**src/hdl/urs_consts.vh**
```
// Register map, field positions, reset values and sizes of the receive status block.
`ifndef URS_CONSTS_VH
`define URS_CONSTS_VH

// Bus geometry.
`define URS_ADDR_W 5
`define URS_DATA_W 32
`define URS_RESP_OKAY 2'b00
`define URS_RESP_SLVERR 2'b10

// Register byte offsets.
`define URS_OFF_STATUS 5'h00
`define URS_OFF_CONTROL 5'h04
`define URS_OFF_DIVISOR 5'h08
`define URS_OFF_DATA 5'h0c
`define URS_OFF_IRQ_STATUS 5'h10
`define URS_OFF_IRQ_ENABLE 5'h14
`define URS_OFF_IRQ_CLEAR 5'h18

// Fields of serial_status_control.
`define URS_ST_ADDR_DETECT 5
`define URS_ST_IDLE 4
`define URS_ST_PARITY_ERR 3
`define URS_ST_FRAMING_ERR 2
`define URS_ST_OVERRUN 1
`define URS_ST_DATA_AVAIL 0

// Fields of the character format register.
`define URS_CTL_NINE_BIT 0
`define URS_CTL_PARITY_EN 1
`define URS_CTL_PARITY_ODD 2
`define URS_CTL_W 3
`define URS_CTL_RESET 3'h0

// Bit time in clock cycles; the reset value gives about 115200 baud at 125 MHz.
`define URS_DIV_W 16
`define URS_DIV_RESET 16'h043d

// Interrupt event bits.
`define URS_EV_CHAR 0
`define URS_EV_OVERRUN 1
`define URS_EV_ERROR 2
`define URS_EV_W 3
`define URS_EV_RESET 3'h0

// Receive FIFO: nine data bits, framing error, parity error.
`define URS_FIFO_DEPTH 4
`define URS_FIFO_AW 2
`define URS_FIFO_CW 3
`define URS_FIFO_W 11
`define URS_ENT_FRAMING_ERROR_FLAG 9
`define URS_ENT_PARITY_ERROR_FLAG 10
`define URS_CHAR_W 9

`endif

```
**src/hdl/urs_rx_fifo.v**
```verilog
// Receive FIFO of flip-flops holding characters together with their error flags.
`timescale 1ns/100ps
`include "urs_consts.vh"

module urs_rx_fifo (
    input wire clock,
    input wire rst_n,
    input wire flush,
    input wire push,
    input wire [`URS_FIFO_W-1:0] pushData,
    input wire pop,
    output wire [`URS_FIFO_W-1:0] headData,
    output wire full,
    output wire empty
);
    reg [`URS_FIFO_W-1:0] store [0:`URS_FIFO_DEPTH-1];
    reg [`URS_FIFO_AW-1:0] wrPtr;
    reg [`URS_FIFO_AW-1:0] rdPtr;
    reg [`URS_FIFO_CW-1:0] count;
    wire doPush;
    wire doPop;

    // A push into a full FIFO is refused here; the caller flags it as overrun.
    assign doPush = push && !full;
    assign doPop = pop && !empty;
    assign full = (count == `URS_FIFO_DEPTH);
    assign empty = (count == {`URS_FIFO_CW{1'b0}});
    assign headData = store[rdPtr];

    // Pointers and occupancy; flush takes precedence over any access.
    always @(posedge clock or negedge rst_n) begin
        if (!rst_n) begin
            wrPtr <= {`URS_FIFO_AW{1'b0}};
            rdPtr <= {`URS_FIFO_AW{1'b0}};
            count <= {`URS_FIFO_CW{1'b0}};
        end else if (flush) begin
            wrPtr <= {`URS_FIFO_AW{1'b0}};
            rdPtr <= {`URS_FIFO_AW{1'b0}};
            count <= {`URS_FIFO_CW{1'b0}};
        end else begin
            if (doPush) begin
                wrPtr <= wrPtr + 1'b1;
            end
            if (doPop) begin
                rdPtr <= rdPtr + 1'b1;
            end
            if (doPush && !doPop) begin
                count <= count + 1'b1;
            end else if (doPop && !doPush) begin
                count <= count - 1'b1;
            end
        end
    end

    // Storage needs no reset; an empty FIFO never exposes its contents as valid.
    always @(posedge clock) begin
        if (doPush && !flush) begin
            store[wrPtr] <= pushData;
        end
    end
endmodule

```
**src/hdl/urs_receive_status.v**
```verilog
// Serial receiver with status flags, receive FIFO, interrupts and an AXI4-Lite slave.
//
// Added by the designer: the address map and register access over AXI4-Lite.
`timescale 1ns/100ps
`include "urs_consts.vh"

module urs_receive_status (
    input wire clock,
    input wire rst_n,
    input wire rxLine,
    input wire [`URS_ADDR_W-1:0] s_axi_awaddr,
    input wire s_axi_awvalid,
    output reg s_axi_awready,
    input wire [`URS_DATA_W-1:0] s_axi_wdata,
    input wire [3:0] s_axi_wstrb,
    input wire s_axi_wvalid,
    output reg s_axi_wready,
    output reg [1:0] s_axi_bresp,
    output reg s_axi_bvalid,
    input wire s_axi_bready,
    input wire [`URS_ADDR_W-1:0] s_axi_araddr,
    input wire s_axi_arvalid,
    output reg s_axi_arready,
    output reg [`URS_DATA_W-1:0] s_axi_rdata,
    output reg [1:0] s_axi_rresp,
    output reg s_axi_rvalid,
    input wire s_axi_rready,
    output reg irq
);
    localparam [2:0] ST_IDLE = 3'h0;
    localparam [2:0] ST_START = 3'h1;
    localparam [2:0] ST_DATA = 3'h2;
    localparam [2:0] ST_PARITY = 3'h3;
    localparam [2:0] ST_STOP = 3'h4;

    // Drop the byte-offset bits so that the register decode works on whole words.
    function [`URS_ADDR_W-1:0] alignAddr;
        input [`URS_ADDR_W-1:0] a;
        begin
            alignAddr = {a[`URS_ADDR_W-1:2], 2'b00};
        end
    endfunction

    // A divisor of zero would stall the bit timer, so it is treated as one.
    function [`URS_DIV_W-1:0] bitTime;
        input [`URS_DIV_W-1:0] d;
        begin
            bitTime = (d == {`URS_DIV_W{1'b0}}) ? {{(`URS_DIV_W-1){1'b0}}, 1'b1} : d;
        end
    endfunction

    reg [2:0] rxState;
    reg [`URS_DIV_W-1:0] bitTimer;
    reg [3:0] bitCnt;
    reg [`URS_CHAR_W-1:0] rxShift;
    reg parityBit;
    reg addrDetect;
    reg overrun;
    reg [`URS_CTL_W-1:0] format;
    reg [`URS_DIV_W-1:0] divisor;
    reg [`URS_EV_W-1:0] irqStatus;
    reg [`URS_EV_W-1:0] irqEnable;

    wire wrEn;
    wire rdEn;
    wire [`URS_ADDR_W-1:0] wrAddr;
    wire [`URS_ADDR_W-1:0] rdAddr;
    wire wrLane0;
    wire wrLane1;
    wire nineBit;
    wire parityOn;
    wire [3:0] lastBit;
    wire charDone;
    wire keepChar;
    wire framingBad;
    wire parityBad;
    wire pushChar;
    wire overrunEvent;
    wire overrunClear;
    wire fifoFull;
    wire fifoEmpty;
    wire fifoPop;
    wire [`URS_FIFO_W-1:0] fifoHead;
    wire [`URS_FIFO_W-1:0] fifoIn;
    wire [`URS_EV_W-1:0] events;
    wire [`URS_EV_W-1:0] clearMask;
    reg [`URS_DATA_W-1:0] next_rdata;
    reg [1:0] next_rresp;

    // Bus strobes: a transfer takes effect at the edge where the handshake completes.
    assign wrEn = s_axi_awvalid && s_axi_awready && s_axi_wvalid && s_axi_wready;
    assign rdEn = s_axi_arvalid && s_axi_arready;
    assign wrAddr = alignAddr(s_axi_awaddr);
    assign rdAddr = alignAddr(s_axi_araddr);
    assign wrLane0 = wrEn && s_axi_wstrb[0];
    assign wrLane1 = wrEn && s_axi_wstrb[1];

    // Character format; parity is only framed in eight-bit mode.
    assign nineBit = format[`URS_CTL_NINE_BIT];
    assign parityOn = format[`URS_CTL_PARITY_EN] && !nineBit;
    assign lastBit = nineBit ? 4'h8 : 4'h7;

    // Completion of a character at the middle of its stop bit.
    assign charDone = (rxState == ST_STOP) && (bitTimer == {`URS_DIV_W{1'b0}});
    assign framingBad = !rxLine;
    assign parityBad = parityOn && ((^rxShift[7:0] ^ parityBit) != format[`URS_CTL_PARITY_ODD]);
    assign keepChar = !(addrDetect && nineBit && !rxShift[8]);
    assign pushChar = charDone && keepChar && !fifoFull && !overrun;
    assign overrunEvent = charDone && keepChar && fifoFull && !overrun;
    assign fifoIn = {parityBad, framingBad, nineBit ? rxShift : {1'b0, rxShift[7:0]}};

    // Only a write of zero onto a set flag clears overrun; writing one is ignored.
    assign overrunClear = wrLane0 && (wrAddr == `URS_OFF_STATUS) && overrun
        && !s_axi_wdata[`URS_ST_OVERRUN];

    // Reading the data register removes the head character.
    assign fifoPop = rdEn && (rdAddr == `URS_OFF_DATA);

    urs_rx_fifo u_fifo (
        .clock(clock),
        .rst_n(rst_n),
        .flush(overrunClear),
        .push(pushChar),
        .pushData(fifoIn),
        .pop(fifoPop),
        .headData(fifoHead),
        .full(fifoFull),
        .empty(fifoEmpty)
    );

    // Receive sequencer. The line is taken as synchronous; no glitch filter is applied,
    // so a noisy line may start false frames that the start-bit check mostly rejects.
    always @(posedge clock or negedge rst_n) begin
        if (!rst_n) begin
            rxState <= ST_IDLE;
            bitTimer <= {`URS_DIV_W{1'b0}};
            bitCnt <= 4'h0;
            rxShift <= {`URS_CHAR_W{1'b0}};
            parityBit <= 1'b0;
        end else if (overrunClear) begin
            rxState <= ST_IDLE;
            bitTimer <= {`URS_DIV_W{1'b0}};
            bitCnt <= 4'h0;
            rxShift <= {`URS_CHAR_W{1'b0}};
            parityBit <= 1'b0;
        end else if (rxState != ST_IDLE && bitTimer != {`URS_DIV_W{1'b0}}) begin
            bitTimer <= bitTimer - 1'b1;
        end else begin
            case (rxState)
                ST_IDLE: begin
                    if (!rxLine && !overrun) begin
                        rxState <= ST_START;
                        bitTimer <= bitTime(divisor) >> 1;
                    end
                end
                ST_START: begin
                    if (!rxLine) begin
                        rxState <= ST_DATA;
                        bitTimer <= bitTime(divisor) - 1'b1;
                        bitCnt <= 4'h0;
                        rxShift <= {`URS_CHAR_W{1'b0}};
                    end else begin
                        rxState <= ST_IDLE;
                    end
                end
                ST_DATA: begin
                    rxShift[bitCnt] <= rxLine;
                    bitTimer <= bitTime(divisor) - 1'b1;
                    if (bitCnt == lastBit) begin
                        rxState <= parityOn ? ST_PARITY : ST_STOP;
                    end else begin
                        bitCnt <= bitCnt + 1'b1;
                    end
                end
                ST_PARITY: begin
                    parityBit <= rxLine;
                    bitTimer <= bitTime(divisor) - 1'b1;
                    rxState <= ST_STOP;
                end
                ST_STOP: begin
                    rxState <= ST_IDLE;
                end
                default: begin
                    rxState <= ST_IDLE;
                end
            endcase
        end
    end

    // Overrun flag: hardware sets it, software only clears it. A set cannot meet a
    // clear in one cycle because no character is taken while the flag is up.
    always @(posedge clock or negedge rst_n) begin
        if (!rst_n) begin
            overrun <= 1'b0;
        end else if (overrunEvent) begin
            overrun <= 1'b1;
        end else if (overrunClear) begin
            overrun <= 1'b0;
        end
    end

    // Software configuration registers.
    always @(posedge clock or negedge rst_n) begin
        if (!rst_n) begin
            addrDetect <= 1'b0;
            format <= `URS_CTL_RESET;
            divisor <= `URS_DIV_RESET;
            irqEnable <= `URS_EV_RESET;
        end else begin
            if (wrLane0 && wrAddr == `URS_OFF_STATUS) begin
                addrDetect <= s_axi_wdata[`URS_ST_ADDR_DETECT];
            end
            if (wrLane0 && wrAddr == `URS_OFF_CONTROL) begin
                format <= s_axi_wdata[`URS_CTL_W-1:0];
            end
            if (wrLane0 && wrAddr == `URS_OFF_DIVISOR) begin
                divisor[7:0] <= s_axi_wdata[7:0];
            end
            if (wrLane1 && wrAddr == `URS_OFF_DIVISOR) begin
                divisor[15:8] <= s_axi_wdata[15:8];
            end
            if (wrLane0 && wrAddr == `URS_OFF_IRQ_ENABLE) begin
                irqEnable <= s_axi_wdata[`URS_EV_W-1:0];
            end
        end
    end

    // Sticky interrupt events; a new event in the clearing cycle survives the clear.
    assign events = {pushChar && (parityBad || framingBad), overrunEvent, pushChar};
    assign clearMask = (wrLane0 && wrAddr == `URS_OFF_IRQ_CLEAR)
        ? s_axi_wdata[`URS_EV_W-1:0] : `URS_EV_RESET;

    always @(posedge clock or negedge rst_n) begin
        if (!rst_n) begin
            irqStatus <= `URS_EV_RESET;
            irq <= 1'b0;
        end else begin
            irqStatus <= (irqStatus & ~clearMask) | events;
            irq <= |(irqStatus & irqEnable);
        end
    end

    // Read data multiplexer; status flags are computed live from the block's state.
    always @* begin
        next_rdata = {`URS_DATA_W{1'b0}};
        next_rresp = `URS_RESP_OKAY;
        case (rdAddr)
            `URS_OFF_STATUS: begin
                next_rdata[`URS_ST_ADDR_DETECT] = addrDetect;
                next_rdata[`URS_ST_IDLE] = (rxState == ST_IDLE);
                next_rdata[`URS_ST_PARITY_ERR] = !fifoEmpty && fifoHead[`URS_ENT_PARITY_ERROR_FLAG];
                next_rdata[`URS_ST_FRAMING_ERR] = !fifoEmpty && fifoHead[`URS_ENT_FRAMING_ERROR_FLAG];
                next_rdata[`URS_ST_OVERRUN] = overrun;
                next_rdata[`URS_ST_DATA_AVAIL] = !fifoEmpty;
            end
            `URS_OFF_CONTROL: begin
                next_rdata[`URS_CTL_W-1:0] = format;
            end
            `URS_OFF_DIVISOR: begin
                next_rdata[`URS_DIV_W-1:0] = divisor;
            end
            `URS_OFF_DATA: begin
                if (!fifoEmpty) begin
                    next_rdata[`URS_CHAR_W-1:0] = fifoHead[`URS_CHAR_W-1:0];
                end
            end
            `URS_OFF_IRQ_STATUS: begin
                next_rdata[`URS_EV_W-1:0] = irqStatus;
            end
            `URS_OFF_IRQ_ENABLE: begin
                next_rdata[`URS_EV_W-1:0] = irqEnable;
            end
            `URS_OFF_IRQ_CLEAR: begin
                next_rdata = {`URS_DATA_W{1'b0}};
            end
            default: begin
                next_rresp = `URS_RESP_SLVERR;
            end
        endcase
    end

    // Write channel: ready is raised for one cycle once address and data both wait
    // and no response is pending, which keeps one write in flight at a time.
    always @(posedge clock or negedge rst_n) begin
        if (!rst_n) begin
            s_axi_awready <= 1'b0;
            s_axi_wready <= 1'b0;
            s_axi_bvalid <= 1'b0;
            s_axi_bresp <= `URS_RESP_OKAY;
        end else begin
            if (wrEn) begin
                s_axi_awready <= 1'b0;
                s_axi_wready <= 1'b0;
                s_axi_bvalid <= 1'b1;
                case (wrAddr)
                    `URS_OFF_STATUS, `URS_OFF_CONTROL, `URS_OFF_DIVISOR,
                    `URS_OFF_IRQ_ENABLE, `URS_OFF_IRQ_CLEAR: begin
                        s_axi_bresp <= `URS_RESP_OKAY;
                    end
                    default: begin
                        s_axi_bresp <= `URS_RESP_SLVERR;
                    end
                endcase
            end else if (s_axi_awvalid && s_axi_wvalid && !s_axi_awready && !s_axi_bvalid) begin
                s_axi_awready <= 1'b1;
                s_axi_wready <= 1'b1;
            end else if (s_axi_bvalid && s_axi_bready) begin
                s_axi_bvalid <= 1'b0;
            end
        end
    end

    // Read channel: data is captured at the address handshake, the same edge that pops.
    always @(posedge clock or negedge rst_n) begin
        if (!rst_n) begin
            s_axi_arready <= 1'b0;
            s_axi_rvalid <= 1'b0;
            s_axi_rdata <= {`URS_DATA_W{1'b0}};
            s_axi_rresp <= `URS_RESP_OKAY;
        end else begin
            if (rdEn) begin
                s_axi_arready <= 1'b0;
                s_axi_rvalid <= 1'b1;
                s_axi_rdata <= next_rdata;
                s_axi_rresp <= next_rresp;
            end else if (s_axi_arvalid && !s_axi_arready && !s_axi_rvalid) begin
                s_axi_arready <= 1'b1;
            end else if (s_axi_rvalid && s_axi_rready) begin
                s_axi_rvalid <= 1'b0;
            end
        end
    end
endmodule

```
**config.mk**
```make
export PLATFORM = sky130hd
export DESIGN_NAME = urs_receive_status
export DESIGN_NICKNAME = d
export VERILOG_FILES = /design/src/hdl/urs_rx_fifo.v /design/src/hdl/urs_receive_status.v
export VERILOG_INCLUDE_DIRS = /design/src /design/src/hdl
export SDC_FILE = /design/constraint.sdc
export NUM_CORES = 1
export LEC_CHECK = 0
export BUFFER_PORTS_ARGS = -buffer_cell sky130_fd_sc_hd__buf_4
export CAP_MARGIN = 20
export CORE_MARGIN = 2
export CORE_UTILIZATION = 58
export DETAILED_ROUTE_END_ITERATION = 8
export PLACE_DENSITY_LB_ADDON = 0.08
export SLEW_MARGIN = 20
export SYNTH_ARGS = -nofsm -noshare
export SYNTH_HDL_FRONTEND = slang
export SYNTH_SLANG_ARGS = --single-unit
```
**constraint.sdc**
```tcl
create_clock -name clock -period 3.3 [get_ports clock]
set_input_delay 0.165 -clock clock [delete_from_list [all_inputs] [get_ports clock]]
set_output_delay 0.165 -clock clock [all_outputs]
set_load 0.03 [all_outputs]
```
### After elaboration in Yosys (flattened, before gate mapping)

Memories as Yosys holds them, arrays and structs flattened.
Index checks and enable logic that the tools add are counted.

| word-level totals | value |
|---|---|
| bits in registers | 92 |
| RAM bits | 44 |
| input bits | 54 |
| output and inout bits | 42 |
| logic and storage cells | 213 |
| memories | 1 |

| operators by class | value |
|---|---|
| $add $sub $neg | 7 |
| order comparisons | 2 |
| equality and inequality tests | 26 |
| mux-type cells | 59 |
| bitwise operators | 5 |
| reduce and logical (&&, ||, !) cells | 90 |

Memories:

| memory | depth | width | read ports | clocked after memory_dff | write ports | RTL line | RTL |
|---|---|---|---|---|---|---|---|
| u_fifo.store | 4 | 11 | 1 | 0 | 1 | urs_rx_fifo.v:16 | `` reg [`URS_FIFO_W-1:0] store [0:`URS_FIFO_DEPTH-1]; `` |

Operator list:

| operator | number |
|---|---|
| 16-bit 2-to-1 mux | 5 |
| 16-bit case mux with 3 select lines | 1 |
| 9-bit 2-to-1 mux | 5 |
| 1-bit logical AND | 43 |
| 16-bit zero test | 2 |
| 16-bit by 1-bit subtractor with 16-bit output (second input constant) | 2 |
| 3-bit 2-to-1 mux | 9 |
| 3-bit equality test (second input constant) | 7 |
| 4-bit 2-to-1 mux | 5 |
| 1-bit 2-to-1 mux | 18 |
| 3-bit case mux with 6 select lines | 1 |
| 9-bit case mux with 2 select lines | 1 |
| 16-bit nonzero test | 1 |
| 2-bit nonzero test | 8 |
| 3-bit by 2-bit equality test with 1-bit output (second input constant) | 5 |
| 1-bit zero test | 15 |
| 2-bit 2-to-1 mux | 7 |
| 3-bit by 2-bit != test with 1-bit output (second input constant) | 4 |
| 3-bit case mux with 4 select lines | 1 |
| 5-bit zero test | 2 |
| 9-bit bitwise mux | 1 |
| 3-bit by 1-bit equality test with 1-bit output (second input constant) | 3 |
| 3-bit case mux with 3 select lines | 1 |
| 3-bit AND reduction | 3 |
| 30 further kinds | 39 |

### Depth between registers and ports, before layout

Gate-level depths: netlist of run 1.

| depth | value |
|---|---|
| word-level depth | 12 |
| gate-level depth with buffers | 12 |
| depth with buffers taken out | 11 |

### Hierarchy

From an unflattened synthesis of run 1, not the netlist that was laid out.

| second synthesis, totals | value |
|---|---|
| cell total of the unflattened synthesis | 675 |
| area total of the unflattened synthesis | 7206.9 um^2 |

By module, submodules not included:

| module | instances | cells each | area each (um^2) | sequential area each (um^2) |
|---|---|---|---|---|
| urs_receive_status | 1 | 570 | 5124.9 | 2084.5 |
| urs_rx_fifo | 1 | 105 | 2082.0 | 1496.4 |

### Least setup slack after synthesis of run 1

OpenSTA, ideal clock, no wires.

| path | value |
|---|---|
| kind | reg-to-reg |
| start point | reg bitTimer[0] |
| end point | reg rxShift[4] |
| setup time | 0.119 ns |
| arrival | 2.534 ns |
| slack | 0.648 ns |
| cell stages (with the launch flop) | 10 |
| path through | dfrtp_1 > inv_1 > ha_1 > or4b_1 > or4_4 > buf_6 > o31a_1 > buf_6 > o21ai_1 > a21bo_1 |

| on the way | value |
|---|---|
| longest elaborated chain between the ends | 4 |

Ends and longest elaborated chain:

| element | RTL line | RTL |
|---|---|---|
| start: declaration | urs_receive_status.v:53 | `` reg [`URS_DIV_W-1:0] bitTimer; `` |
| start signal: assignment | urs_receive_status.v:136 | `` bitTimer <= {`URS_DIV_W{1'b0}}; `` |
| start signal: assignment | urs_receive_status.v:142 | `` bitTimer <= {`URS_DIV_W{1'b0}}; `` |
| start signal: assignment | urs_receive_status.v:147 | `bitTimer <= bitTimer - 1'b1;` |
| 16-bit nonzero test | urs_receive_status.v:146 | `` end else if (rxState != ST_IDLE && bitTimer != {`URS_DIV_W{1'b0}}) begin `` |
| 1-bit logical AND | urs_receive_status.v:146 |  |
| 2-bit by 1-bit != test with 1-bit output (no source line) | - |  |
| 3-bit AND reduction (no source line) | - |  |
| end signal: assignment | urs_receive_status.v:144 | `` rxShift <= {`URS_CHAR_W{1'b0}}; `` |
| end signal: assignment | urs_receive_status.v:161 | `` rxShift <= {`URS_CHAR_W{1'b0}}; `` |
| end signal: indexed assignment | urs_receive_status.v:167 | `rxShift[bitCnt] <= rxLine;` |
| end: declaration | urs_receive_status.v:55 | `` reg [`URS_CHAR_W-1:0] rxShift; `` |

No other way between the ends.
A chain may end at the register's enable or synchronous reset.

### Worst setup path after layout of run 1

| path | value |
|---|---|
| start point | reg bitTimer[0] |
| end point | reg u_fifo.count[2] |

| on the way | value |
|---|---|
| longest elaborated chain between the ends | 9 |
| elaborated cells between the ends (all ways) | 12 |
| classes of those cells | mux (2); reduce/logical (10) |

Ends and longest elaborated chain:

| element | RTL line | RTL |
|---|---|---|
| 16-bit zero test * | urs_receive_status.v:104 | `` assign charDone = (rxState == ST_STOP) && (bitTimer == {`URS_DIV_W{1'b0}}); `` |
| 1-bit logical AND * | urs_receive_status.v:104 |  |
| 1-bit logical AND * (3 in a row) | urs_receive_status.v:108 | `assign pushChar = charDone && keepChar && !fifoFull && !overrun;` |
| 1-bit logical AND * | urs_rx_fifo.v:24 | `assign doPush = push && !full;` |
| 1-bit logical AND / 1-bit zero test (equally long branches) | urs_rx_fifo.v:47, urs_rx_fifo.v:49 |  |
| 3-bit 2-to-1 mux / 1-bit logical AND (equally long branches) | urs_rx_fifo.v:47, urs_rx_fifo.v:49 |  |
| 3-bit 2-to-1 mux / 3-bit nonzero test (equally long branches) | - |  |
| end signal: assignment | urs_rx_fifo.v:35 | `` count <= {`URS_FIFO_CW{1'b0}}; `` |
| end signal: assignment | urs_rx_fifo.v:39 | `` count <= {`URS_FIFO_CW{1'b0}}; `` |
| end signal: assignment | urs_rx_fifo.v:48 | `count <= count + 1'b1;` |
| end: declaration | urs_rx_fifo.v:19 | `` reg [`URS_FIFO_CW-1:0] count; `` |

Mark *: on every way between the ends. The rest lies on a longest branch, timed or not.

==> out/results.ini, run 1 <==
[setup_path]
arrival_ns = 3.40
crit_chain = inv_1 > ha_1 > nor4b_1 > nand4_1 > or4_1 > nor2_1 > fa_1 > inv_1 > nor3_1 > a21oi_1 > o31ai_1
cp_top_family = simple AND/OR/NAND/NOR gates
crit_start = bitTimer[0]
cp_common_cell = inv_1
r2r_slack_ns = 0.22
critical_path_class = flop to flop
crit_cells = 11
cp-endpoint = u_fifo.count[2]
r2r_cells = 11
crit_path_end_kind = flop
path_max_fanout = 6
r2r-start = bitTimer[0]
cp_slowest_cell = or4_1
cp-start-kind = flop
r2r-end = u_fifo.count[2]
cp.required_ns = 3.62
cp_num_buf_inv = 2
critPathMaxStageDelay_ns = 0.69

[cts]
htree_levels = 4
clkSinkCount = 134
ctsResizeCount = 0
clk_path_buf_depth = 2
cts_tree = yes
clockRootBuffer = clkbuf_16
clock_latency_ns = 0.42
path_clk_slew_ns = 0.06
numCtsBuffers = 17

[power_and_ir_drop]
leakage_nw = 3.50
peakVddDrop_v = 0.000407
pwr-share-clk_pct = 29.6
finalPower_mw = 6.91
pwr-share-comb_pct = 34.2
p_int_mw = 4.30
switchingPower_mw = 2.60
pwr-share-seq_pct = 36.2
p_per_area_nw_per_um2 = 824
swShare_pct = 37.7

[cells_and_area]
nets = 820
num_antenna_cells = 0
area_growth_pct = 17.7
fillers = 883
drive_above_1_share_pct = 19.0
final_util_pct = 69.8
postLayoutCellArea_sq_um = 8380

[timing]
finalClockSkew_ns = 0.0107
fin_crit_ns = 3.08
slew_headroom_pct = 29.5
hold_violations = 0
final.period_utilization_pct = 93.2
rsz0062_at_grt = no
setup_viol_count_final = 0
fmax_mhz = 325
worst_slew_pin_slew_ns = 1.05
finalSetupTns_ns = 0
maxSlewViolCount = 0

[route]
ant_nets = 0
finalWirelength_mm = 17.8
post-route-drc-count = 0
drt_iter0_markers = 646
drt-wirelength-per-cell_um = 19.5
via_count = 5787
viasPerCell = 6.32
firstDrtPassIters = 8

[global_route]
grt.overflow.total = 0
grt_pass1_wl_mm = 29.0
grt_max_degree = 45
grtUsageMet2_pct = 44.1
grt_util_all_layers_pct = 28.9
met1_usage_pct = 41.1
grt_pass1_vias = 5609
antenna_found_initial = 0
busiest_layer = met2
met3_usage_pct = 6.59

[synthesis]
yosysTopAreaCell = dfrtp_1
synth_top_area_share_pct = 29.5
synth_area_sq_um = 7120
synth-main-ff-cell = dfrtp_1
synth_common_cells = dfrtp_1, nand2_1, nor2_1, o21ai_0, edfxtp_1
async_flop_share_pct = 67.2
synth_edf_count = 44
syn_avg_cell_area_sq_um = 10.3
ys_ff_latch = 134
ys_seq_area_share_pct = 50.3
synthMostInstantiatedCell = dfrtp_1
synthTopCellsByArea = dfrtp_1, edfxtp_1, o21ai_0, nand2_1, mux4_2
syn_inst = 694
ys_warn_count = 0
ys_types = 74

[place]
place_area_sq_um = 7550
gp_congestion = 1.01
io_buffers = 55
dpl.hpwl_mm = 12.3

[run_status]
status = completed

[floorplan]
io_pins = 96
coreArea_sq_um = 12000
chipHeight_um = 115
die-area_sq_um = 13200
rows = 40
die_w_um = 115
initial_core_util_pct = 59.3

[job]
cap_viol_max_count = 0

[worst_hold_path]
hp-class = input pin to flop

repair_timing:
item                                    in CTS  in global routing
hold buffers                                18                  0
endpoints found under the setup margin       0                  0
hold endpoints to repair                    57                  0
buffers inserted                             0                  0
power by group through the flow:
stage,clock [mW],sequential [mW],combinational (mW)
6_report,2.05,2.50,2.36
5_1_grt,2.14,2.55,2.60
4_1_cts,2.07,2.48,2.33
3_5_place_dp,0,2.51,2.29
3_3_place_gp,0,2.49,2.22
2_1_floorplan,0,2.46,1.65
cell usage in the layout (no fill, tap or decap), drive strengths merged, types with 11 or more instances in the layout:
cell type	synthesis	layout
nand2	70	70
edfxtp	44	44
conb	1	18
nor2	56	56
clkbuf	31	20
nor4	14	14
a21oi	31	31
inv	23	26
o21ai	68	68
buf	26	65
or3	13	13
dfrtp	84	84
nand3	12	12
nor3	26	26
mux2	19	19
dlygate4sd3	0	18
mux4	11	11
worst register-to-register path: stages (launching register included):
cell and delay [ns]:
dfrtp_1 0.42, inv_1 0.08, ha_1 0.21, nor4b_1 0.33, nand4_1 0.25, or4_1 0.69
nor2_1 0.23, fa_1 0.25, inv_1 0.08, nor3_1 0.18, a21oi_1 0.06, o31ai_1 0.20
sequential cells by signal (all words and copies together) (netlist names), 2 cells and up:
| signal | flops |
|---|---|
| bitCnt | 4 |
| bitTimer | 16 |
| divisor | 16 |
| format | 3 |
| irqEnable | 3 |
| irqStatus | 3 |
| rxShift | 9 |
| rxState | 3 |
| s_axi_rdata | 16 |
| u_fifo.count | 3 |
| u_fifo.rdPtr | 2 |
| u_fifo.store | 44 |
| u_fifo.wrPtr | 2 |
per-stage QoR:
step	hold slack, ns	std cells	worst slack (ns)
2_1_floorplan	-0.131	711	0.648
3_3_place_gp	0.198	866	0.397
3_5_place_dp	0.198	866	0.285
4_1_cts	0.000161	916	0.256
5_1_grt	0.000740	916	0.00788
6_report	0.0162	916	0.223
logic make-up after synthesis:
kind of cell	Yosys count	synth area share [%]
and+or+nand+nor	238	16.9
adders and majority gates	10	1.86
xor gates and xnor gates	16	1.97
other	1	0.0527
AOI/OAI and AO/OA	179	16.1
DFF	134	50.3
buffers and inverters	80	5.48
muxes	36	7.33
layer usage:
metal	up-vias	wire (um)
met1	2845	8030
li1	2644	-
met5	-	0
met3	30	1380
met2	268	8090
met4	0	343
cell type report:
class	count	area, sq um	area share (%)
clock inverter	12	191	2.28
timing repair buffer	83	668	7.97
multi-input combinational	497	3210	38.3
inverter	23	86.3	1.03
clock buffer	20	457	5.45
tap	147	184	2.19
sequential	134	3580	42.7
worst min-delay path by stage:
stage | cells past startpoint | startpoint | endpoint | slack, ns
2_1_floorplan | 0 | rst_n | addrDetect | -0.13
3_3_place_gp | 1 | rst_n | s_axi_rvalid | 0.20
3_5_place_dp | 1 | rst_n | s_axi_arready | 0.20
4_1_cts | 2 | s_axi_wdata[1] | format[1] | 0.0002
5_1_grt | 2 | s_axi_wdata[5] | addrDetect | 0.0007
6_report | 2 | s_axi_wdata[1] | format[1] | 0.02
Power figures use the tool's default switching activity.
==> run 2: changes to the inputs <==
--- a/config.mk
+++ b/config.mk
@@ -12,6 +12,7 @@
 export CORE_UTILIZATION = 58
 export DETAILED_ROUTE_END_ITERATION = 8
 export PLACE_DENSITY_LB_ADDON = 0.08
+export RECOVER_POWER = 100
 export SLEW_MARGIN = 20
 export SYNTH_ARGS = -nofsm -noshare
 export SYNTH_HDL_FRONTEND = slang
==> run 2 against run 1 <==
Against the previous run:
- the flow now finishes with violations (capacitance limit, slew limit)
- maximum frequency fell by 0.15%
- clock power barely moved
- combinational power fell by 4%
- critical path depth fell by 2
- wire length fell by 0.21%
- sequential cell count did not move
- sequential share of layout area rose by 0.66 points
- final area fell by 1.5%
==> out/results.ini, run 2 (synthesis gave the netlist of run 1 again) <==
[setup_path]
cp-endpoint = bitTimer[1]
r2r-start = bitTimer[0]
arrival_ns = 3.40
crit_path_end_kind = flop
cp-start-kind = flop
r2r_cells = 9
r2r-end = bitTimer[1]
crit_start = bitTimer[0]
critical_path_class = flop to flop
path_max_fanout = 10
cp.required_ns = 3.62
r2r_slack_ns = 0.22

[power_and_ir_drop]
finalPower_mw = 6.80
pwr-share-seq_pct = 36.7
peakVddDrop_v = 0.000389
switchingPower_mw = 2.60
pwr-share-clk_pct = 30.1
leakage_nw = 3.38
pwr-share-comb_pct = 33.2
swShare_pct = 38.2
p_per_area_nw_per_um2 = 824
p_int_mw = 4.20

[cells_and_area]
drive_above_1_share_pct = 14.8
final_cells = 916
area_growth_pct = 15.9
nets = 820
largest-register = u_fifo.store
largest_reg_flops = 44
layout_common_cells = dfrtp_1, nand2_1, o21ai_0
num_antenna_cells = 0
fillers = 930
layout_commonest_cell = dfrtp_1

[timing]
finalSetupTns_ns = 0
slew_headroom_pct = -62.0
maxSlewViolCount = 45
worst_slew_pin_slew_ns = 2.43
finalClockSkew_ns = 0.0106
final.period_utilization_pct = 93.4
fmax_mhz = 325
fin_crit_ns = 3.08
rsz0062_at_grt = no
setup_viol_count_final = 0
hold_violations = 0

[floorplan]
coreArea_sq_um = 12000
die_w_um = 115
die-area_sq_um = 13200
chipHeight_um = 115
rows = 40
io_pins = 96
initial_core_util_pct = 59.3

[route]
drt-wirelength-per-cell_um = 19.4
post-route-drc-count = 0
viasPerCell = 6.29
firstDrtPassIters = 5
finalWirelength_mm = 17.8
ant_nets = 0
via_count = 5761
drt_iter0_markers = 646

[run_status]
status = complete, but fails checks
violations = capacitance limit, slew limit

[place]
dpl.hpwl_mm = 12.3
dp_cells = 866
io_buffers = 55
gp_congestion = 1.01

[global_route]
grtUsageMet2_pct = 44.1
grt_pass1_wl_mm = 29.0
met3_usage_pct = 6.59
grt.overflow.total = 0
met1_usage_pct = 41.1
grt_pass1_vias = 5609
busiest_layer = met2
antenna_found_initial = 0
grt_max_degree = 45
grt_util_all_layers_pct = 28.9

[cts]
ctsResizeCount = 0
htree_levels = 4
clk_path_buf_depth = 2
numCtsBuffers = 17
cts_tree = yes
clockRootBuffer = clkbuf_16
path_clk_slew_ns = 0.06
clock_latency_ns = 0.42
clkSinkCount = 134
cts_setup_buffers = 0
ctsHoldBuffers = 18

[job]
cap_viol_max_count = 1

[worst_hold_path]
hp-class = input pin to flop

[run 2: area by class of cell]
type | instances | area, sq um | area share (%)
inverters | 23 | 86.3 | 1.05
well taps | 147 | 184 | 2.23
clock inverters | 12 | 191 | 2.32
clock buffers | 20 | 457 | 5.53
repair buffers | 83 | 548 | 6.64
multi-input cells | 497 | 3210 | 38.8
flip-flops and latches | 134 | 3580 | 43.4
[run 2: worst min-delay path by stage]
stage	startpoint	endpoint	slack [ns]	cells after the start
after floorplan	rst_n	addrDetect	-0.13	0
after global placement	rst_n	s_axi_rvalid	0.20	1
after detailed placement	rst_n	s_axi_arready	0.20	1
after CTS	s_axi_wdata[1]	format[1]	0.0002	2
after global routing	s_axi_wdata[5]	addrDetect	0.0007	2
final	s_axi_wdata[1]	format[1]	0.02	2
[run 2: per-layer routing]
metal  up-vias  part of all wire, %  wire (um)
met5         -                    0          0
met1      2806                   45       7950
met3        26                  8.2       1460
met4         0                  1.9        333
li1       2641                    -          -
met2       288                   45       8060
[run 2: through the flow]
| step | utilization (%) | hold WS, ns | setup slack (ns) | instance area [sq um] |
|---|---|---|---|---|
| global route | 68.7 | 0.000740 | 0.00753 | 8250 |
| detailed placement | 62.9 | 0.198 | 0.285 | 7550 |
| CTS | 69.8 | 0.000161 | 0.256 | 8380 |
| finish | 68.7 | 0.0179 | 0.219 | 8250 |
| floorplan | - | -0.131 | 0.648 | 7180 |
| global placement | 62.9 | 0.198 | 0.397 | 7550 |
[run 2: worst max-delay path: stages (launching register included)]
cell      delay, ns
dfrtp_1        0.42
inv_1          0.08
ha_1           0.21
or4b_1         0.55
or4_1          0.72
o21a_1         0.29
clkbuf_1       0.25
o21ai_0        0.13
a21oi_1        0.07
a211oi_1       0.25
[run 2: power by group through the flow]
stage          logic [mW]  registers [mW]  clock network, mW
6_report             2.26            2.49               2.05
2_1_floorplan        1.65            2.46                  0
5_1_grt              2.49            2.55               2.14
3_5_place_dp         2.29            2.51                  0
3_3_place_gp         2.22            2.49                  0
4_1_cts              2.33            2.48               2.07
